$ cat src/rtl/frame_pkg.sv
// Purpose: Constants and types for the serial frame builder.
// Assumes: One 100 MHz clock, synchronous active-low reset.
// Notes: Referenced by the checksum and frame builder files through scoped names only.
//
// Functional notes
// - Frame opens with 0x7E, then two length bytes MSB first, counting type through payload.
// - Last byte is 0xFF minus the low eight bits of the sum from offset 3.
// - Arriving network data produces a receive frame with type byte 0x80.
// - Eight-byte source field: four zero bytes, then sender IP, MSB first.
// - Offset 12 of receive frame holds link margin above sensitivity.
// - Received payload from offset 14, at most 1392 bytes, then checksum.
// - Each command answer goes out as a response frame with type 0x88.
// - Several response frames may answer one request; host accepts them all.
// - Offsets 5 and 6 carry the two command name characters, first first.
// - Status byte follows: 0 ok, 1 error, 2 unknown command, 3 bad parameter.
// - Answer to a write carries no value bytes; status is followed by checksum.
// - Answer to a read appends the raw value bytes before the checksum.
package frame_pkg;

  // ==========================================================================
  // Envelope and frame types
  localparam logic [7:0] START_BYTE = 8'h7e;
  localparam logic [7:0] TYPE_RX = 8'h80;
  localparam logic [7:0] TYPE_RSP = 8'h88;
  localparam logic [7:0] CSUM_BASE = 8'hff;
  localparam int OFS_TYPE = 3;
  localparam int OFS_MARGIN = 12;
  localparam int OFS_OPTIONS = 13;
  localparam int OFS_PAYLOAD = 14;
  localparam logic [7:0] OPTIONS_NONE = 8'h00;

  // ==========================================================================
  // Body sizes, counted after the type byte
  localparam logic [3:0] RX_BODY_LEN = 4'ha;
  localparam logic [3:0] RSP_BODY_LEN = 4'h4;
  localparam logic [10:0] MAX_PAYLOAD = 11'h570; // 1392 bytes
  localparam logic [15:0] RX_FIXED_LEN = 16'h000b; // Type plus body
  localparam logic [15:0] RSP_FIXED_LEN = 16'h0005;

  // ==========================================================================
  // Status codes of a command answer
  localparam logic [7:0] STATUS_OK = 8'h00;
  localparam logic [7:0] STATUS_ERROR = 8'h01;
  localparam logic [7:0] STATUS_BAD_CMD = 8'h02;
  localparam logic [7:0] STATUS_BAD_PARAM = 8'h03;

  // ==========================================================================
  // Buffering and reset values
  localparam int FIFO_WIDTH = 8;
  localparam int FIFO_DEPTH = 8;
  localparam logic [7:0] RESET_BYTE = 8'h00;

  // Byte class for which bytes enter the checksum; the builder tracks this with in_sum
  typedef enum logic [1:0] {
    KIND_ENV = 2'b00,
    KIND_SUM = 2'b01,
    KIND_CSUM = 2'b10
  } byte_kind_t;

  typedef enum logic [2:0] {
    ST_IDLE = 3'b000,
    ST_START = 3'b001,
    ST_LEN_HI = 3'b010,
    ST_LEN_LO = 3'b011,
    ST_TYPE = 3'b100,
    ST_BODY = 3'b101,
    ST_PAYLOAD = 3'b110,
    ST_CSUM = 3'b111
  } frame_state_t;

endpackage

$ cat src/rtl/byte_stream_if.sv
// Purpose: Valid/ready byte stream between the buffer and the framer.
// Assumes: Single clock domain.
// Notes: A byte moves on a cycle with valid and ready both high.
`timescale 1ns/1ps
interface byte_stream_if;
  logic valid;
  logic ready;
  logic [7:0] data;
  modport src (output valid, output data, input ready);
  modport snk (input valid, input data, output ready);
endinterface

$ cat src/rtl/byte_fifo.sv
// Purpose: Small payload buffer between the data source and the framer.
// Assumes: Synchronous active-low reset, one clock.
// Notes: Full and empty are flops so the ready seen outside is registered.
`timescale 1ns/1ps
module byte_fifo #(
  parameter int WIDTH = 8,
  parameter int DEPTH = 8
) (
  // Clock and reset
  input wire logic clk,
  input wire logic rst_n,
  // Fill side
  input wire logic i_valid,
  input wire logic [WIDTH-1:0] i_data,
  output logic o_ready,
  // Drain side
  byte_stream_if.src out
);
  localparam int AW = $clog2(DEPTH);

  logic [WIDTH-1:0] mem [DEPTH];
  logic [AW-1:0] wr_ptr_q, rd_ptr_q;
  logic [AW:0] count_q, count_d;
  logic ready_q, empty_q;
  logic push, pop;

  // ==========================================================================
  // Handshakes and occupancy
  assign push = i_valid && ready_q;
  assign pop = out.ready && !empty_q;
  assign o_ready = ready_q; // Straight from a flop
  assign out.valid = !empty_q;
  assign out.data = mem[rd_ptr_q];

  always_comb begin
    count_d = count_q;
    if (push && !pop) begin
      count_d = count_q + 1'b1;
    end else if (pop && !push) begin
      count_d = count_q - 1'b1;
    end
  end

  // Pointers and flags; flags load from the next count, so they cost no cycle of ready after a pop
  always_ff @(posedge clk) begin
    if (!rst_n) begin
      wr_ptr_q <= '0;
      rd_ptr_q <= '0;
      count_q <= '0;
      ready_q <= 1'b0;
      empty_q <= 1'b1;
    end else begin
      if (push) wr_ptr_q <= wr_ptr_q + 1'b1;
      if (pop) rd_ptr_q <= rd_ptr_q + 1'b1;
      count_q <= count_d;
      ready_q <= (count_d != (AW+1)'(DEPTH));
      empty_q <= (count_d == '0);
    end
  end

  // Storage has no reset; only written slots are ever read
  always_ff @(posedge clk) begin
    if (push) mem[wr_ptr_q] <= i_data;
  end
endmodule

$ cat src/rtl/frame_checksum.sv
// Purpose: Running eight-bit sum of the bytes that a frame checksums.
// Assumes: Clear and add are never high together.
// Notes: Result is valid the cycle after the last add.
`timescale 1ns/1ps
module frame_checksum (
  // Clock and reset
  input wire logic clk,
  input wire logic rst_n,
  // Control and data
  input wire logic i_clear,
  input wire logic i_add,
  input wire logic [7:0] i_byte,
  // Result
  output logic [7:0] o_csum
);
  logic [7:0] sum_q;

  // Carry out is dropped on purpose: only the low eight bits count
  always_ff @(posedge clk) begin
    if (!rst_n || i_clear) begin
      sum_q <= 8'h00;
    end else if (i_add) begin
      sum_q <= sum_q + i_byte;
    end
  end

  assign o_csum = frame_pkg::CSUM_BASE - sum_q;
endmodule

$ cat src/rtl/api_frame_builder.sv
// Purpose: Builds receive and command-response frames for the serial host link.
// Assumes: Requests and payload come from logic on the same clock.
// Notes: One frame at a time; payload bytes are taken from an 8-byte buffer.
`timescale 1ns/1ps
module api_frame_builder (
  // Clock and reset
  input wire logic I_SYS_CLK,
  input wire logic I_RST_N,
  // Receive event
  input wire logic I_RX_REQ,
  input wire logic [31:0] I_RX_SRC_IP,
  input wire logic [7:0] I_RX_MARGIN,
  input wire logic [10:0] I_RX_LEN,
  // Command answer event
  input wire logic I_RSP_REQ,
  input wire logic [7:0] I_RSP_TAG,
  input wire logic [15:0] I_RSP_CMD,
  input wire logic [7:0] I_RSP_STATUS,
  input wire logic [10:0] I_RSP_LEN,
  output logic O_REQ_READY,
  // Payload bytes
  input wire logic I_PL_VALID,
  input wire logic [7:0] I_PL_DATA,
  output logic O_PL_READY,
  // Serial byte stream toward the host
  output logic O_TX_VALID,
  output logic [7:0] O_TX_DATA,
  input wire logic I_TX_READY
);

  // ==========================================================================
  // Frame control state
  frame_pkg::frame_state_t state_q, state_d;
  logic is_rsp_q;
  logic req_ready_q;
  logic accept;
  logic take_rx;
  logic emit;
  logic slot_free;
  logic last_body;
  logic sum_add;
  logic [3:0] body_idx_q;
  logic [10:0] pl_left_q;
  logic [10:0] req_len;
  logic [10:0] pl_len_clamped;
  logic [15:0] fixed_len;
  logic [15:0] frame_len_q;

  // Request fields held for the whole frame
  logic [31:0] src_ip_q;
  logic [7:0] margin_q;
  logic [7:0] tag_q;
  logic [15:0] cmd_q;
  logic [7:0] status_q;
  logic [7:0] ip_byte [4];

  // Byte selection and the output register
  logic [7:0] rx_field;
  logic [7:0] rsp_field;
  logic [7:0] next_byte;
  logic tx_valid_q;
  logic [7:0] tx_data_q;

  // Payload buffer and checksum
  logic pl_ready;
  logic [7:0] csum;
  byte_stream_if pl_stream ();

  // ==========================================================================
  // Decode helpers

  // Type, body and payload bytes enter the checksum; the envelope does not
  function automatic logic in_sum(input frame_pkg::frame_state_t st);
    return (st == frame_pkg::ST_TYPE) || (st == frame_pkg::ST_BODY) || (st == frame_pkg::ST_PAYLOAD);
  endfunction

  // True on the last body byte of the frame kind in flight
  function automatic logic body_last(input logic rsp, input logic [3:0] idx);
    return (idx + 4'h1) == (rsp ? frame_pkg::RSP_BODY_LEN : frame_pkg::RX_BODY_LEN);
  endfunction

  // ==========================================================================
  // Payload buffer

  // Eight bytes of slack let the source run ahead of the header bytes
  byte_fifo #(
    .WIDTH(frame_pkg::FIFO_WIDTH),
    .DEPTH(frame_pkg::FIFO_DEPTH)
  ) byte_fifo_i (
    .clk(I_SYS_CLK),
    .rst_n(I_RST_N),
    .i_valid(I_PL_VALID),
    .i_data(I_PL_DATA),
    .o_ready(pl_ready),
    .out(pl_stream.src)
  );

  // The buffer's ready is already a flop
  assign O_PL_READY = pl_ready;

  // Pull a byte only when it can go straight into the output register
  assign pl_stream.ready = slot_free && (state_q == frame_pkg::ST_PAYLOAD);

  // ==========================================================================
  // Checksum

  // Cleared on the accepting edge, before the first summed byte exists
  frame_checksum frame_checksum_i (
    .clk(I_SYS_CLK),
    .rst_n(I_RST_N),
    .i_clear(accept),
    .i_add(sum_add),
    .i_byte(next_byte),
    .o_csum(csum)
  );

  // Summed as each byte is loaded, so the result is ready one cycle later
  assign sum_add = emit && in_sum(state_q);

  // ==========================================================================
  // Request intake

  // A receive event wins if both kinds are raised together
  assign accept = req_ready_q && (I_RX_REQ || I_RSP_REQ);
  assign take_rx = I_RX_REQ;
  assign req_len = take_rx ? I_RX_LEN : I_RSP_LEN;

  // Clamp keeps an oversized request inside the payload limit
  assign pl_len_clamped = (req_len > frame_pkg::MAX_PAYLOAD) ? frame_pkg::MAX_PAYLOAD : req_len;
  assign fixed_len = take_rx ? frame_pkg::RX_FIXED_LEN : frame_pkg::RSP_FIXED_LEN;

  // Ready in idle only; answers may follow back to back for one command
  always_ff @(posedge I_SYS_CLK) begin
    if (!I_RST_N) begin
      req_ready_q <= 1'b0;
    end else begin
      req_ready_q <= (state_d == frame_pkg::ST_IDLE);
    end
  end

  // Frame kind and fields, frozen until the checksum is out
  always_ff @(posedge I_SYS_CLK) begin
    if (!I_RST_N) begin
      is_rsp_q <= 1'b0;
      src_ip_q <= '0;
      margin_q <= frame_pkg::RESET_BYTE;
      tag_q <= frame_pkg::RESET_BYTE;
      cmd_q <= '0;
      status_q <= frame_pkg::RESET_BYTE;
    end else if (accept) begin
      is_rsp_q <= !take_rx;
      src_ip_q <= I_RX_SRC_IP;
      margin_q <= I_RX_MARGIN;
      tag_q <= I_RSP_TAG;
      cmd_q <= I_RSP_CMD;
      status_q <= I_RSP_STATUS;
    end
  end

  // Length counts type, body and payload, never the checksum
  always_ff @(posedge I_SYS_CLK) begin
    if (!I_RST_N) begin
      frame_len_q <= '0;
    end else if (accept) begin
      frame_len_q <= fixed_len + {5'h00, pl_len_clamped};
    end
  end

  // Body position; restarts with every accepted request
  always_ff @(posedge I_SYS_CLK) begin
    if (!I_RST_N) begin
      body_idx_q <= '0;
    end else if (accept) begin
      body_idx_q <= '0;
    end else if (emit && state_q == frame_pkg::ST_BODY) begin
      body_idx_q <= body_idx_q + 4'h1;
    end
  end

  // Payload bytes still owed; zero means no payload, as in a write answer or an empty receive frame
  always_ff @(posedge I_SYS_CLK) begin
    if (!I_RST_N) begin
      pl_left_q <= '0;
    end else if (accept) begin
      pl_left_q <= pl_len_clamped;
    end else if (emit && state_q == frame_pkg::ST_PAYLOAD) begin
      pl_left_q <= pl_left_q - 11'h001;
    end
  end

  // ==========================================================================
  // Frame sequencing

  // A byte may load when the output register is empty or being drained
  assign slot_free = !tx_valid_q || I_TX_READY;
  assign last_body = body_last(is_rsp_q, body_idx_q);

  // Payload waits on the buffer; every other state has its byte at hand
  assign emit = slot_free && (state_q != frame_pkg::ST_IDLE) &&
    ((state_q != frame_pkg::ST_PAYLOAD) || pl_stream.valid);

  // Next state; each step advances only when its byte was loaded
  always_comb begin
    state_d = state_q;
    unique case (state_q)
      frame_pkg::ST_IDLE: begin
        if (accept) state_d = frame_pkg::ST_START;
      end
      frame_pkg::ST_START: begin
        if (emit) state_d = frame_pkg::ST_LEN_HI;
      end
      frame_pkg::ST_LEN_HI: begin
        if (emit) state_d = frame_pkg::ST_LEN_LO;
      end
      frame_pkg::ST_LEN_LO: begin
        if (emit) state_d = frame_pkg::ST_TYPE;
      end
      frame_pkg::ST_TYPE: begin
        if (emit) state_d = frame_pkg::ST_BODY;
      end
      frame_pkg::ST_BODY: begin
        if (emit && last_body) begin
          state_d = (pl_left_q == '0) ? frame_pkg::ST_CSUM : frame_pkg::ST_PAYLOAD;
        end
      end
      frame_pkg::ST_PAYLOAD: begin
        if (emit && pl_left_q == 11'h001) state_d = frame_pkg::ST_CSUM;
      end
      frame_pkg::ST_CSUM: begin
        if (emit) state_d = frame_pkg::ST_IDLE;
      end
    endcase
  end

  // State register
  always_ff @(posedge I_SYS_CLK) begin
    if (!I_RST_N) begin
      state_q <= frame_pkg::ST_IDLE;
    end else begin
      state_q <= state_d;
    end
  end

  // ==========================================================================
  // Byte selection

  // Sender address bytes, most significant first
  for (genvar g = 0; g < 4; g++) begin : g_ip_bytes
    assign ip_byte[g] = src_ip_q[31 - 8 * g -: 8];
  end

  // Receive body: zero pad, address, margin, options
  always_comb begin
    rx_field = frame_pkg::RESET_BYTE;
    unique case (body_idx_q)
      4'h0, 4'h1, 4'h2, 4'h3: rx_field = 8'h00;
      4'h4, 4'h5, 4'h6, 4'h7: rx_field = ip_byte[body_idx_q[1:0]];
      4'h8: rx_field = margin_q;
      4'h9: rx_field = frame_pkg::OPTIONS_NONE;
      default: rx_field = frame_pkg::RESET_BYTE;
    endcase
  end

  // Answer body: tag, two name characters, status
  always_comb begin
    rsp_field = frame_pkg::RESET_BYTE;
    unique case (body_idx_q)
      4'h0: rsp_field = tag_q;
      4'h1: rsp_field = cmd_q[15:8];
      4'h2: rsp_field = cmd_q[7:0];
      4'h3: rsp_field = status_q;
      default: rsp_field = frame_pkg::RESET_BYTE;
    endcase
  end

  // Byte offered to the output register in each state
  always_comb begin
    next_byte = frame_pkg::RESET_BYTE;
    unique case (state_q)
      frame_pkg::ST_IDLE: next_byte = frame_pkg::RESET_BYTE;
      frame_pkg::ST_START: next_byte = frame_pkg::START_BYTE;
      frame_pkg::ST_LEN_HI: next_byte = frame_len_q[15:8];
      frame_pkg::ST_LEN_LO: next_byte = frame_len_q[7:0];
      frame_pkg::ST_TYPE: next_byte = is_rsp_q ? frame_pkg::TYPE_RSP : frame_pkg::TYPE_RX;
      frame_pkg::ST_BODY: next_byte = is_rsp_q ? rsp_field : rx_field;
      frame_pkg::ST_PAYLOAD: next_byte = pl_stream.data;
      frame_pkg::ST_CSUM: next_byte = csum;
    endcase
  end

  // ==========================================================================
  // Output register

  // One byte deep; loading while the host drains keeps full rate
  always_ff @(posedge I_SYS_CLK) begin
    if (!I_RST_N) begin
      tx_valid_q <= 1'b0;
      tx_data_q <= frame_pkg::RESET_BYTE;
    end else if (emit) begin
      tx_valid_q <= 1'b1;
      tx_data_q <= next_byte;
    end else if (I_TX_READY) begin
      tx_valid_q <= 1'b0;
    end
  end

  // Top outputs straight from flops
  assign O_TX_VALID = tx_valid_q;
  assign O_TX_DATA = tx_data_q;
  assign O_REQ_READY = req_ready_q;

  // ==========================================================================
  // Assertions

  property p_start_byte;
    @(posedge I_SYS_CLK) disable iff (!I_RST_N)
    (emit && state_q == frame_pkg::ST_START) |=> (O_TX_VALID && O_TX_DATA == frame_pkg::START_BYTE);
  endproperty
  a_start_byte: assert property (p_start_byte)
    else $error("frame did not open with the start byte");

  property p_type_rx;
    @(posedge I_SYS_CLK) disable iff (!I_RST_N)
    (emit && state_q == frame_pkg::ST_TYPE && !is_rsp_q) |=> (O_TX_DATA == frame_pkg::TYPE_RX);
  endproperty
  a_type_rx: assert property (p_type_rx)
    else $error("receive frame carries a wrong type byte");

  property p_type_rsp;
    @(posedge I_SYS_CLK) disable iff (!I_RST_N)
    (emit && state_q == frame_pkg::ST_TYPE && is_rsp_q) |=> (O_TX_DATA == frame_pkg::TYPE_RSP);
  endproperty
  a_type_rsp: assert property (p_type_rsp)
    else $error("answer frame carries a wrong type byte");

  property p_options_zero;
    @(posedge I_SYS_CLK) disable iff (!I_RST_N)
    (emit && state_q == frame_pkg::ST_BODY && !is_rsp_q && body_last(1'b0, body_idx_q)) |=> (O_TX_DATA == 8'h00);
  endproperty
  a_options_zero: assert property (p_options_zero)
    else $error("options byte of a receive frame is not zero");

  property p_tx_hold;
    @(posedge I_SYS_CLK) disable iff (!I_RST_N)
    (O_TX_VALID && !I_TX_READY) |=> (O_TX_VALID && $stable(O_TX_DATA));
  endproperty
  a_tx_hold: assert property (p_tx_hold)
    else $error("offered byte changed before the host took it");

  property p_ready_idle;
    @(posedge I_SYS_CLK) disable iff (!I_RST_N)
    O_REQ_READY |-> (state_q == frame_pkg::ST_IDLE);
  endproperty
  a_ready_idle: assert property (p_ready_idle)
    else $error("request ready raised while a frame is in flight");

  property p_write_ends;
    @(posedge I_SYS_CLK) disable iff (!I_RST_N)
    (emit && state_q == frame_pkg::ST_BODY && last_body && pl_left_q == '0) |=> (state_q == frame_pkg::ST_CSUM);
  endproperty
  a_write_ends: assert property (p_write_ends)
    else $error("status of a write answer not followed by the checksum");

  property p_csum_byte;
    @(posedge I_SYS_CLK) disable iff (!I_RST_N)
    (emit && state_q == frame_pkg::ST_CSUM) |=> (O_TX_DATA == $past(csum));
  endproperty
  a_csum_byte: assert property (p_csum_byte)
    else $error("closing byte is not the running checksum");

  // Main scenarios worth seeing
  c_rx_frame: cover property (@(posedge I_SYS_CLK) disable iff (!I_RST_N) accept && I_RX_REQ);
  c_rsp_read: cover property (@(posedge I_SYS_CLK) disable iff (!I_RST_N) accept && !I_RX_REQ && I_RSP_LEN != '0);
  c_host_stall: cover property (@(posedge I_SYS_CLK) disable iff (!I_RST_N) O_TX_VALID && !I_TX_READY);
  c_pl_starved: cover property (@(posedge I_SYS_CLK) disable iff (!I_RST_N)
    state_q == frame_pkg::ST_PAYLOAD && !pl_stream.valid);
endmodule

$ cat config.mk
export PLATFORM = sky130hd
export DESIGN_NAME = api_frame_builder
export DESIGN_NICKNAME = d
export VERILOG_FILES = /design/src/rtl/frame_pkg.sv /design/src/rtl/byte_stream_if.sv /design/src/rtl/byte_fifo.sv /design/src/rtl/frame_checksum.sv /design/src/rtl/api_frame_builder.sv
export SDC_FILE = /design/constraint.sdc
export NUM_CORES = 1
export LEC_CHECK = 0
export ABC_CLOCK_PERIOD_IN_PS = 4700
export BUFFER_PORTS_ARGS = -buffer_cell sky130_fd_sc_hd__buf_2
export CAP_MARGIN = 20
export CORE_AREA = 4 4 129 143
export DETAILED_ROUTE_END_ITERATION = 6
export DIE_AREA = 0 0 133 147
export GPL_TIMING_DRIVEN = 1
export MAX_ROUTING_LAYER = met4
export PLACE_DENSITY = 0.87
export SLEW_MARGIN = 20
export SYNTH_ARGS = -nofsm -noshare
export SYNTH_HDL_FRONTEND = slang
export SYNTH_HIERARCHICAL = 1
export SYNTH_SLANG_ARGS = --single-unit
$ cat constraint.sdc
create_clock -name I_SYS_CLK -period 4.7 [get_ports I_SYS_CLK]
set_input_delay 0.47 -clock I_SYS_CLK [delete_from_list [all_inputs] [get_ports I_SYS_CLK]]
set_output_delay 0.47 -clock I_SYS_CLK [all_outputs]
set_load 0.02 [all_outputs]
==> results.env, run 1 <==
TIMING.FINAL.SETUP_VIOLATIONS=0
TOTAL_VIAS_IN_THE_FINAL_ROUTE=7804
GLOBALPLACE.CONGESTION=0.893
MIN_PERIOD_OVER_PERIOD_PCT=90.3
WORST_CLOCK_SKEW_PS=11.3
P_SW_W=0.00162
MAX-CLOCK-PATH-BUFFERS=2
CRIT_ARRIVAL_PS=4610
MAX-CAP-VIOLATIONS=0
REPORT.FINAL.SLEW_VIOL_COUNT=0
STD_CELL_ROWS=50
DRT-WIRELENGTH-PER-CELL_UM=17.9
ASYNC_RESET_FF_SHARE_PCT=0
POWERDENSITY_nW_PER_UM2=430
CP_MAX_FO=15
DRCVIOLATIONCOUNT=0
ROUTED-WL-MET2_UM=11700
FIN_TNS_SETUP_PS=0
SYNTH_TOP_AREA_CELL='sky130_fd_sc_hd__dfxtp_1'
CHIPWIDTH_UM=133
DRT-TOTAL-WL_UM=23500
CTS.SINKS=200
SYN-NUM-NETS=1114
GRT_REMAINING_OVERFLOW=0
DRTPASS1ITERATIONS=6
YOSYSUNIQUECELLTYPES=83
PORT-BUFFER-COUNT=118
TRITONCTS_CLOCK_TREE='yes'
SLEW-LIMIT-HEADROOM_PCT=38.0
CTSHTREEMAXLEVEL=4
SYNTHCELLS=983
INTERNAL_POWER_W=0.00310
GRT_START_MAX_NET_PINS=97
WORST-SETUP-PATH-TYPE='reg -> reg'
PWR-SHARE-COMB_PCT=23.0
ROUTED_VIA_DENSITY=5.93
PERIOD_MINUS_SLACK_PS=4240
SYNTHDOMINANTCELLAREASHARE_PCT=28.1
POWER.SEQUENTIAL.FRACTION_PCT=45.6
PRE_CTS_WS_PS=531
MET3_LENGTH_UM=1410
SYNTHTOLAYOUTAREAGROWTH_PCT=13.3
DRT_INITIAL_VIOLATIONS=704
PROPORTION_OF_SYNTHESIZED_CHIP_AREA_IN_SEQUENTIAL_CELLS_PCT=47.9
POST_SYNTH_MAIN_AREA_CONTRIBUTORS='sky130_fd_sc_hd__dfxtp_1 28%, sky130_fd_sc_hd__edfxtp_1 20%, sky130_fd_sc_hd__nand2_1 7.2%'
POWER.SWITCHING_FRACTION_PCT=34.4
FP.COREAREA_SQ_UM=17000
POST_CTS_BUFFERS=0
DP.FINAL_HPWL_UM=16400
SYNTHESIS.AREA_PER_INSTANCE_SQ_UM=9.85
SETUP_REPAIR_AFTER_GLOBAL_ROUTING_MISSED_ITS_MARGIN='no'
HOLD_PATH.CLASS='in -> reg'
MAPPEDNETLISTAREA_SQ_UM=9690
LAYOUT-DRIVE-GT1-SHARE_PCT=19.8
VDD_DROP_MAX_V=0.000355
FINALHOLDVIOLATIONS=0
GRT_PASS1_VIAS=7363
GRT_FIRST_PASS_WIRELENGTH_UM=37500
WORSTSETUPENDPOINTTYPE='flop'
FIN_WS_PS=456
FLOORPLAN.INITIALDENSITY_PCT=57.1
INSERTEDDIODECOUNT=0
POSTROUTEANTENNANETS=0
IO-PIN-COUNT=119
GLOBAL_ROUTE.USAGE.TOTAL_PCT=24.6
DIE-AREA_SQ_UM=19600
CTS-HOLD-FIX-BUFFERS=0
LEAKAGEPOWER_nW=4.06
WIRELENGTH_MET1_UM=9730
NETS=1201
REQUIRED_PS=5060
TRANSITION_TIME_AT_THE_PIN_WITH_THE_LEAST_SLEW_MARGIN_PS=929
OUTCOME='finished clean'
WORST_SETUP_HOLD_PATH_CLK_SLEW_PS=80
SYNTH_EDF_COUNT=64
SYNTH_FF_TYPE='sky130_fd_sc_hd__dfxtp_1'
TIMING.CRITICAL_PATH.FROM_TYPE='flop'
INSERTION_DELAY_PS=450
SYNTH_COMMON_CELLS='186 x sky130_fd_sc_hd__nand2_1, 136 x sky130_fd_sc_hd__dfxtp_1, 113 x sky130_fd_sc_hd__a21oi_1'
TOTAL_CTS_BUFFERS=17
GRT_ANTENNA_BEFORE_REPAIR=0
DR.MAX_LAYER_USED='met4'
POWER_FRAC_CLOCK_PCT=31.5
CLK_ROOT_BUFFER_CELL='sky130_fd_sc_hd__clkbuf_16'
YOSYSMOSTFREQUENTCELL='sky130_fd_sc_hd__nand2_1'
YS_WARNS=6
YS_SEQ_ELEMENTS=200
FMAX_GHz=0.236
POST_CTS_RESIZE_COUNT=0
DIE_H_UM=147
## power by group through the flow
stage	registers [W]	clock network (W)	logic, W
after floorplan	0.00211	0	0.000807
after global placement	0.00217	0	0.00102
after detailed placement	0.00218	0	0.00105
after CTS	0.00215	0.00150	0.00107
after global routing	0.00217	0.00158	0.00120
final	0.00215	0.00148	0.00108
## flip-flops by register name, indices dropped and copies added, names as in the netlist, 11 cells and up, named ones only
signal	cells
byte_fifo_i/mem	64
cmd_q	16
frame_len_q	12
pl_left_q	11
ip_byte	32
## per-stage QoR
stage | hold slack [ps] | power, W | instance area, sq um | util [%] | std cells
3_3_place_gp | 441 | 0.00320 | 10400 | 61.2 | 1285
4_1_cts | 247 | 0.00472 | 11000 | 64.7 | 1317
6_report | 255 | 0.00472 | 11000 | 64.7 | 1317
3_5_place_dp | 447 | 0.00323 | 10400 | 61.2 | 1285
5_1_grt | 261 | 0.00495 | 11000 | 64.7 | 1317
2_1_floorplan | 432 | 0.00292 | 9690 | - | 983
## layout make-up
type / count / area, sq um
clock buffers: 17 / 425
clock inverters: 15 / 181
fillers: 1309 / 5980
inverters: 36 / 135
multi-input cells: 684 / 4610
flip-flops and latches: 200 / 4640
well taps: 234 / 293
repair buffers: 131 / 688
## placed cells by master, fill, tap and decap left out, types with 10 or more instances in the layout
master                      count
sky130_fd_sc_hd__edfxtp_1      64
sky130_fd_sc_hd__a21oi_1      113
sky130_fd_sc_hd__xor2_1        13
sky130_fd_sc_hd__dfxtp_1      136
sky130_fd_sc_hd__nand2_1      186
sky130_fd_sc_hd__buf_2        118
sky130_fd_sc_hd__mux4_2        15
sky130_fd_sc_hd__nor2_1        43
sky130_fd_sc_hd__ha_1          21
sky130_fd_sc_hd__mux2i_1       21
sky130_fd_sc_hd__clkbuf_16     17
sky130_fd_sc_hd__nor2b_1       11
sky130_fd_sc_hd__o21ai_0       29
sky130_fd_sc_hd__buf_4         13
sky130_fd_sc_hd__inv_1         33
sky130_fd_sc_hd__nand3_1       18
sky130_fd_sc_hd__mux4_1        10
sky130_fd_sc_hd__nor3_1        19
sky130_fd_sc_hd__mux2_2        10
sky130_fd_sc_hd__xnor2_1       15
sky130_fd_sc_hd__o22ai_1       13
sky130_fd_sc_hd__a211oi_1      11
## per-layer routing
| metal | up-vias | global-route usage (%) |
|---|---|---|
| met4 | 0 | 8.11 |
| li1 | 3728 | - |
| met5 | - | - |
| met3 | 44 | 4.69 |
| met2 | 332 | 40.3 |
| met1 | 3700 | 30.8 |
## cell families (layout without fill, tap and decap cells)
kind of cell / Yosys count / after routing / share of synthesized area [%]
DFF: 200 / 200 / 47.9
AOI/OAI and AO/OA: 249 / 249 / 16.6
xor gates and xnor gates: 28 / 28 / 2.53
and+or+nand+nor: 328 / 328 / 15.6
buffers and inverters: 99 / 199 / 4.61
adders and majority gates: 23 / 23 / 3.13
muxes: 56 / 56 / 9.53
## path summary, 6_finish.rpt
path         cells past startpoint                                     end  slack, ps                        from
min                              3                ip_byte[22]$_SDFFE_PN0P_        260             I_RX_SRC_IP[22]
max                             16  frame_checksum_i/sum_q[4]$_SDFFE_PP0P_        460  body_idx_q[1]$_SDFFE_PP0P_
min reg2reg                      2                 ip_byte[0]$_SDFFE_PN0P_        460     ip_byte[0]$_SDFFE_PN0P_
max reg2reg                     16  frame_checksum_i/sum_q[4]$_SDFFE_PP0P_        460  body_idx_q[1]$_SDFFE_PP0P_
## worst max-delay path, stage by stage, from the launching register on
cell and delay (ps):
sky130_fd_sc_hd__dfxtp_1 690, sky130_fd_sc_hd__inv_1 140, sky130_fd_sc_hd__ha_1 340, sky130_fd_sc_hd__or4_4 570, sky130_fd_sc_hd__and3b_1 300, sky130_fd_sc_hd__a22oi_1 210
sky130_fd_sc_hd__o22ai_1 120, sky130_fd_sc_hd__a32oi_1 250, sky130_fd_sc_hd__inv_1 70, sky130_fd_sc_hd__ha_1 230, sky130_fd_sc_hd__inv_1 80, sky130_fd_sc_hd__fa_1 200
sky130_fd_sc_hd__nor2b_1 50, sky130_fd_sc_hd__o21a_1 200, sky130_fd_sc_hd__o21a_1 190, sky130_fd_sc_hd__or3b_1 370, sky130_fd_sc_hd__a21oi_1 150
No activity file was read; power rests on OpenSTA's default activity.
==> inputs of run 2 (changes only) <==
==> constraint.sdc (replaced) <==
create_clock -name I_SYS_CLK -period 4.7 [get_ports I_SYS_CLK]
set_input_delay 0 -clock I_SYS_CLK [delete_from_list [all_inputs] [get_ports I_SYS_CLK]]
set_output_delay 0 -clock I_SYS_CLK [all_outputs]
set_load 0.02 [all_outputs]
==> results.env, run 2 (synthesized netlist as in run 1, its figures left out) <==
OUTCOME='finished clean'
GRT_START_MAX_NET_PINS=96  # -1.0%
CHIPWIDTH_UM=133  # unchanged
PRE_CTS_WS_PS=525  # -6.29 ps
POST_CTS_BUFFERS=0  # unchanged
CTSHTREEMAXLEVEL=4  # unchanged
CTS.SINKS=200  # unchanged
MAX_FFS_PER_REGISTER=64  # unchanged
REQUIRED_PS=5050  # about the same
INSERTION_DELAY_PS=440  # about the same
DRT_INITIAL_VIOLATIONS=842  # +20%
NETS=1283  # +6.8%
POWERDENSITY_nW_PER_UM2=402  # -6.5%
DP.FINAL_HPWL_UM=16500  # +0.54%
WORST_SETUP_HOLD_PATH_CLK_SLEW_PS=80  # about the same
CLK_ROOT_BUFFER_CELL='sky130_fd_sc_hd__clkbuf_16'
PORT-BUFFER-COUNT=118  # unchanged
POST_CTS_RESIZE_COUNT=0  # unchanged
DRT-TOTAL-WL_UM=26100  # +11%
TRITONCTS_CLOCK_TREE='yes'
POSTROUTEANTENNANETS=0  # unchanged
LARGEST_REGISTER='byte_fifo_i/mem'
VDD_DROP_MAX_V=0.000263  # -26%
WORST-SETUP-PATH-TYPE='reg -> reg'
IO-PIN-COUNT=119  # unchanged
DIE-AREA_SQ_UM=19600  # unchanged
TRANSITION_TIME_AT_THE_PIN_WITH_THE_LEAST_SLEW_MARGIN_PS=888  # -41.2 ps
FIN_TNS_SETUP_PS=0  # unchanged
GLOBALPLACE.CONGESTION=0.916  # +2.6%
MIN_PERIOD_OVER_PERIOD_PCT=92.9  # +2.6 points
STD_CELL_ROWS=50  # unchanged
FIN_WS_PS=335  # -120 ps
SYNTHTOLAYOUTAREAGROWTH_PCT=21.5
GLOBAL_ROUTE.USAGE.TOTAL_PCT=27.6  # +3.0 points
TIMING.CRITICAL_PATH.FROM_TYPE='flop'
DIE_H_UM=147  # unchanged
TOTAL_CTS_BUFFERS=17  # unchanged
MAX-CLOCK-PATH-BUFFERS=2  # unchanged
LAYOUT_COMMONEST_CELL='sky130_fd_sc_hd__nand2_1'
CP_MAX_FO=15  # unchanged
DRTPASS1ITERATIONS=6  # unchanged
DRT-WIRELENGTH-PER-CELL_UM=18.6  # +4.3%
FINALHOLDVIOLATIONS=0  # unchanged
WORST_CLOCK_SKEW_PS=11.9  # +0.559 ps
GRT_PASS1_VIAS=8186  # +11%
MOST-COMMON-LAYOUT-CELLS='186 x sky130_fd_sc_hd__nand2_1, 136 x sky130_fd_sc_hd__dfxtp_1, 118 x sky130_fd_sc_hd__buf_2'
WORSTSETUPENDPOINTTYPE='flop'
FLOORPLAN.INITIALDENSITY_PCT=57.1  # unchanged
CRIT_ARRIVAL_PS=4720  # +110 ps
LAYOUT-DRIVE-GT1-SHARE_PCT=18.3  # -1.5 points
SLEW-LIMIT-HEADROOM_PCT=40.6  # +2.5 points
TIMING.FINAL.SETUP_VIOLATIONS=0  # unchanged
ROUTED_VIA_DENSITY=5.95  # +0.46%
DRCVIOLATIONCOUNT=0  # unchanged
TOTAL_VIAS_IN_THE_FINAL_ROUTE=8334  # +6.8%
FINALHOLDWORSTSLACK_PS=32.0  # -223 ps
SETUP_REPAIR_AFTER_GLOBAL_ROUTING_MISSED_ITS_MARGIN='no'
GRT_FIRST_PASS_WIRELENGTH_UM=42000  # +12%
GRT_REMAINING_OVERFLOW=0  # unchanged
FINALCOREUTILIZATION_PCT=69.4  # +4.7 points
GRT_ANTENNA_BEFORE_REPAIR=1  # +1
FP.COREAREA_SQ_UM=17000  # unchanged
MAX-CAP-VIOLATIONS=0  # unchanged
LEAKAGEPOWER_nW=4.40  # +8.2%
HOLD_PATH.CLASS='in -> reg'
FMAX_GHz=0.229  # -2.8%
PERIOD_MINUS_SLACK_PS=4360  # +120 ps
REPORT.FINAL.SLEW_VIOL_COUNT=0  # unchanged
run 2: cell count changes in the layout (fill, tap and decap cells not counted), moves of 2 or more:
cell | previous run | this run
sky130_fd_sc_hd__inv_6 | 3 | 0
sky130_fd_sc_hd__clkinv_8 | 3 | 1
sky130_fd_sc_hd__dlygate4sd3_1 | 0 | 83
sky130_fd_sc_hd__clkbuf_8 | 0 | 3
sky130_fd_sc_hd__inv_12 | 3 | 0
run 2: area by class of cell:
type                    instances  area [sq um]
clock buffers                  21           470
inverters                      36           135
fillers                      1172          5180
repair buffers                213          1510
multi-input cells             684          4610
flip-flops and latches        200          4640
well taps                     234           293
clock inverters                11           109
diodes                          1          2.50
run 2: worst max-delay path: stages (launching register included):
cell	delay, ps
sky130_fd_sc_hd__dfxtp_1	710
sky130_fd_sc_hd__inv_1	170
sky130_fd_sc_hd__ha_1	350
sky130_fd_sc_hd__or4_4	590
sky130_fd_sc_hd__and3b_1	310
sky130_fd_sc_hd__a22oi_2	180
sky130_fd_sc_hd__o22ai_1	110
sky130_fd_sc_hd__a221oi_2	340
sky130_fd_sc_hd__inv_1	100
sky130_fd_sc_hd__ha_1	350
sky130_fd_sc_hd__nor2b_1	160
sky130_fd_sc_hd__o21a_1	200
sky130_fd_sc_hd__o21a_1	180
sky130_fd_sc_hd__or3b_1	370
sky130_fd_sc_hd__a21oi_1	160
run 2: metal layers:
layer	vias to the layer above	share of wire, %	track usage [%]
met5	-	0	-
met4	0	3.9	11.5
met3	88	6.7	5.96
met2	430	51	46.2
met1	3923	39	32.1
li1	3893	-	-
run 2: what timing repair did:
action                                  CTS  global route
endpoints found under the hold margin   139             0
hold buffers                             83             0
endpoints found under the setup margin    0             0
run 2: path summary, 6_finish.rpt:
path	to	cells after the start	slack, ps	start
worst min-delay path	O_TX_VALID$_SDFFE_PN0P_	3	30	I_TX_READY
worst max register to register	frame_checksum_i/sum_q[4]$_SDFFE_PP0P_	14	340	body_idx_q[1]$_SDFFE_PP0P_
worst max-delay path	frame_checksum_i/sum_q[4]$_SDFFE_PP0P_	14	340	body_idx_q[1]$_SDFFE_PP0P_
worst min register to register	ip_byte[15]$_SDFFE_PN0P_	2	460	ip_byte[15]$_SDFFE_PN0P_
run 2: power breakdown:
| group | switching (W) | total, W | leakage [nW] | internal, W |
|---|---|---|---|---|
| Sequential | 0.000189 | 0.00215 | 1.69 | 0.00196 |
| Combinational | 0.000703 | 0.00115 | 2.42 | 0.000446 |
| Clock | 0.000688 | 0.00143 | 0.286 | 0.000744 |
run 2: stage by stage:
stage / area, sq um / total power [W] / std cells
after floorplan: 9690 / 0.00292 / 983
after global routing: 11800 / 0.00495 / 1400
after detailed placement: 10400 / 0.00324 / 1284
after CTS: 11800 / 0.00470 / 1399
after global placement: 10400 / 0.00320 / 1284
final: 11800 / 0.00473 / 1400
==> inputs of run 3 (changes only) <==
Settings changed: CORE_AREA 4 4 129 143 to 4 4 149 165, DIE_AREA 0 0 133 147 to 0 0 153 169, PLACE_DENSITY 0.87 to 0.7.
==> results.env, run 3 (synthesized netlist as in run 1, its figures left out) <==
WORST_SETUP_HOLD_PATH_CLK_SLEW_PS=90  # about the same
WORSTSETUPENDPOINTTYPE='flop'
LAYOUT_COMMONEST_CELL='sky130_fd_sc_hd__nand2_1'
CLK_ROOT_BUFFER_CELL='sky130_fd_sc_hd__clkbuf_16'
WORST-SETUP-PATH-TYPE='reg -> reg'
GRT_START_MAX_NET_PINS=97  # +1.0%
FINALCOREUTILIZATION_PCT=52.3  # -17 points
INSERTION_DELAY_PS=450  # about the same
DRTPASS1ITERATIONS=5  # -1
ROUTED_VIA_DENSITY=5.44  # -8.7%
NETS=1284  # +0.078%
CTS.SINKS=200  # unchanged
CHIPWIDTH_UM=153  # +15%
MAX_FFS_PER_REGISTER=64  # unchanged
FF2FF_PATH_DEPTH=16  # +2
SLEW-LIMIT-HEADROOM_PCT=35.7  # -4.9 points
TIMING.HOLD.WORST_PATH_DEPTH=4  # +1
REQUIRED_PS=5070  # +20 ps
MIN_PERIOD_OVER_PERIOD_PCT=91.3  # -1.5 points
MAX-CAP-VIOLATIONS=0  # unchanged
POSTROUTEANTENNANETS=0  # unchanged
MAX-CLOCK-PATH-BUFFERS=2  # unchanged
GRT_REMAINING_OVERFLOW=0  # unchanged
STD_CELL_ROWS=58  # +16%
REPORT.FINAL.SLEW_VIOL_COUNT=0  # unchanged
MOST-COMMON-LAYOUT-CELLS='186 x sky130_fd_sc_hd__nand2_1, 136 x sky130_fd_sc_hd__dfxtp_1, 118 x sky130_fd_sc_hd__buf_2'
DP.FINAL_HPWL_UM=16700  # +1.2%
TIMING.CRITICAL_PATH.FROM_TYPE='flop'
INSERTEDDIODECOUNT=0  # -1
POWERDENSITY_nW_PER_UM2=403  # +0.18%
TOTAL_CTS_BUFFERS=17  # unchanged
FIN_TNS_SETUP_PS=0  # unchanged
GLOBAL_ROUTE.PEAK_USAGE_LAYER='met2'
GLOBALPLACE.CONGESTION=0.908  # -0.87%
FINALHOLDVIOLATIONS=0  # unchanged
WORST_CLOCK_SKEW_PS=13.7  # +1.86 ps
PORT-BUFFER-COUNT=118  # unchanged
DIE-AREA_SQ_UM=25900  # +32%
LAYOUT-DRIVE-GT1-SHARE_PCT=18.4  # +0.070 points
IO-PIN-COUNT=119  # unchanged
FINALHOLDWORSTSLACK_PS=44.9  # +12.9 ps
FILLER_CELL_COUNT=1989  # +70%
DRT_INITIAL_VIOLATIONS=508  # -40%
HOLD_PATH.CLASS='in -> reg'
GRT.MET1_USAGE_PCT=24.3  # -7.8 points
SYNTHTOLAYOUTAREAGROWTH_PCT=22.9
GR-USAGE-MET3_PCT=2.61  # -3.4 points
GRT_ANTENNA_BEFORE_REPAIR=0  # -1
FP.COREAREA_SQ_UM=22800  # +34%
PRE_CTS_WS_PS=493  # -31.4 ps
SETUP_REPAIR_AFTER_GLOBAL_ROUTING_MISSED_ITS_MARGIN='no'
USE_MET2_PCT=33.6  # -13 points
FIN_WS_PS=407  # +71.5 ps
GRT_PASS1_VIAS=7697  # -6.0%
TRANSITION_TIME_AT_THE_PIN_WITH_THE_LEAST_SLEW_MARGIN_PS=964  # +76.1 ps
POWER.TOTAL_W=0.00480  # +1.3%
OUTCOME='finished clean'
PERIOD_MINUS_SLACK_PS=4290  # -71.5 ps
LEAKAGEPOWER_nW=4.41  # +0.40%
CRIT_ARRIVAL_PS=4670  # -50 ps
FMAX_GHz=0.233  # +1.7%
TIMING.FINAL.SETUP_VIOLATIONS=0  # unchanged
TOTAL_VIAS_IN_THE_FINAL_ROUTE=7969  # -4.4%
DRT-WIRELENGTH-PER-CELL_UM=16.9  # -9.1%
DIE_H_UM=169  # +15%
LARGEST_REGISTER='byte_fifo_i/mem'
TRITONCTS_CLOCK_TREE='yes'
FLOORPLAN.INITIALDENSITY_PCT=42.5  # -15 points
GLOBAL_ROUTE.USAGE.TOTAL_PCT=19.5  # -8.1 points
VDD_DROP_MAX_V=0.000268  # +1.9%
DRCVIOLATIONCOUNT=0  # unchanged
CP_MAX_FO=15  # unchanged
GRT_FIRST_PASS_WIRELENGTH_UM=39800  # -5.4%
CTSHTREEMAXLEVEL=4  # unchanged
POST_CTS_BUFFERS=0  # unchanged
DRT-TOTAL-WL_UM=24800  # -4.8%
## run 3: cell count changes in the layout (fill, tap and decap cells not counted), sizes merged
cell	previous run	this run
clkbuf	21	17
inv	41	45
diode	1	0
dlygate4sd3	83	84
## run 3: final cells by class
| type | instances | area, sq um | area share [%] |
|---|---|---|---|
| Multi-Input combinational cell | 684 | 4610 | 38.7 |
| Timing Repair Buffer | 214 | 1520 | 12.8 |
| Inverter | 36 | 135 | 1.13 |
| Clock inverter | 15 | 198 | 1.66 |
| Tap cell | 300 | 375 | 3.15 |
| Clock buffer | 17 | 425 | 3.57 |
| Sequential cell | 200 | 4640 | 39.0 |
## run 3: routing by layer
| layer | vias to the layer above | routed length (um) |
|---|---|---|
| li1 | 3886 | - |
| met1 | 3798 | 10600 |
| met2 | 248 | 12600 |
| met3 | 37 | 1230 |
| met4 | 0 | 431 |
| met5 | - | 0 |
## run 3: critical path, cell delays in order, from the launching register on
cell	delay [ps]
sky130_fd_sc_hd__dfxtp_1	690
sky130_fd_sc_hd__inv_1	140
sky130_fd_sc_hd__ha_1	340
sky130_fd_sc_hd__or4_4	580
sky130_fd_sc_hd__and3b_1	300
sky130_fd_sc_hd__a22oi_1	200
sky130_fd_sc_hd__o22ai_1	130
sky130_fd_sc_hd__a32oi_1	270
sky130_fd_sc_hd__inv_1	80
sky130_fd_sc_hd__ha_1	230
sky130_fd_sc_hd__inv_1	70
sky130_fd_sc_hd__fa_1	210
sky130_fd_sc_hd__nor2b_1	60
sky130_fd_sc_hd__o21a_1	200
sky130_fd_sc_hd__o21a_1	190
sky130_fd_sc_hd__or3b_1	370
sky130_fd_sc_hd__a21oi_1	140
## run 3: what timing repair did
item | in CTS | in global routing
resized for setup | 0 | 0
hold buffers | 84 | 0
endpoints found under the hold margin | 140 | 0
## run 3: worst paths after layout
check / startpoint / to / slack (ps)
worst max-delay path: body_idx_q[1]$_SDFFE_PP0P_ / frame_checksum_i/sum_q[4]$_SDFFE_PP0P_ / 410
worst min-delay path: I_RSP_LEN[2] / pl_left_q[2]$_SDFFE_PN0P_ / 40
worst min register to register: frame_len_q[2]$_SDFFE_PN0P_ / frame_len_q[2]$_SDFFE_PN0P_ / 450
worst max register to register: body_idx_q[1]$_SDFFE_PP0P_ / frame_checksum_i/sum_q[4]$_SDFFE_PP0P_ / 410
## run 3: power breakdown
group	switching, W	internal (W)	total (W)
Clock	0.000776	0.000740	0.00152
Sequential	0.000180	0.00196	0.00214
Combinational	0.000690	0.000447	0.00114
Total	0.00165	0.00315	0.00480
## run 3: metrics by stage
step,instances,instance area [sq um]
final,1466,11900
after global routing,1466,11900
after CTS,1466,11900
after detailed placement,1350,10400
after global placement,1350,10400
after floorplan,983,9690
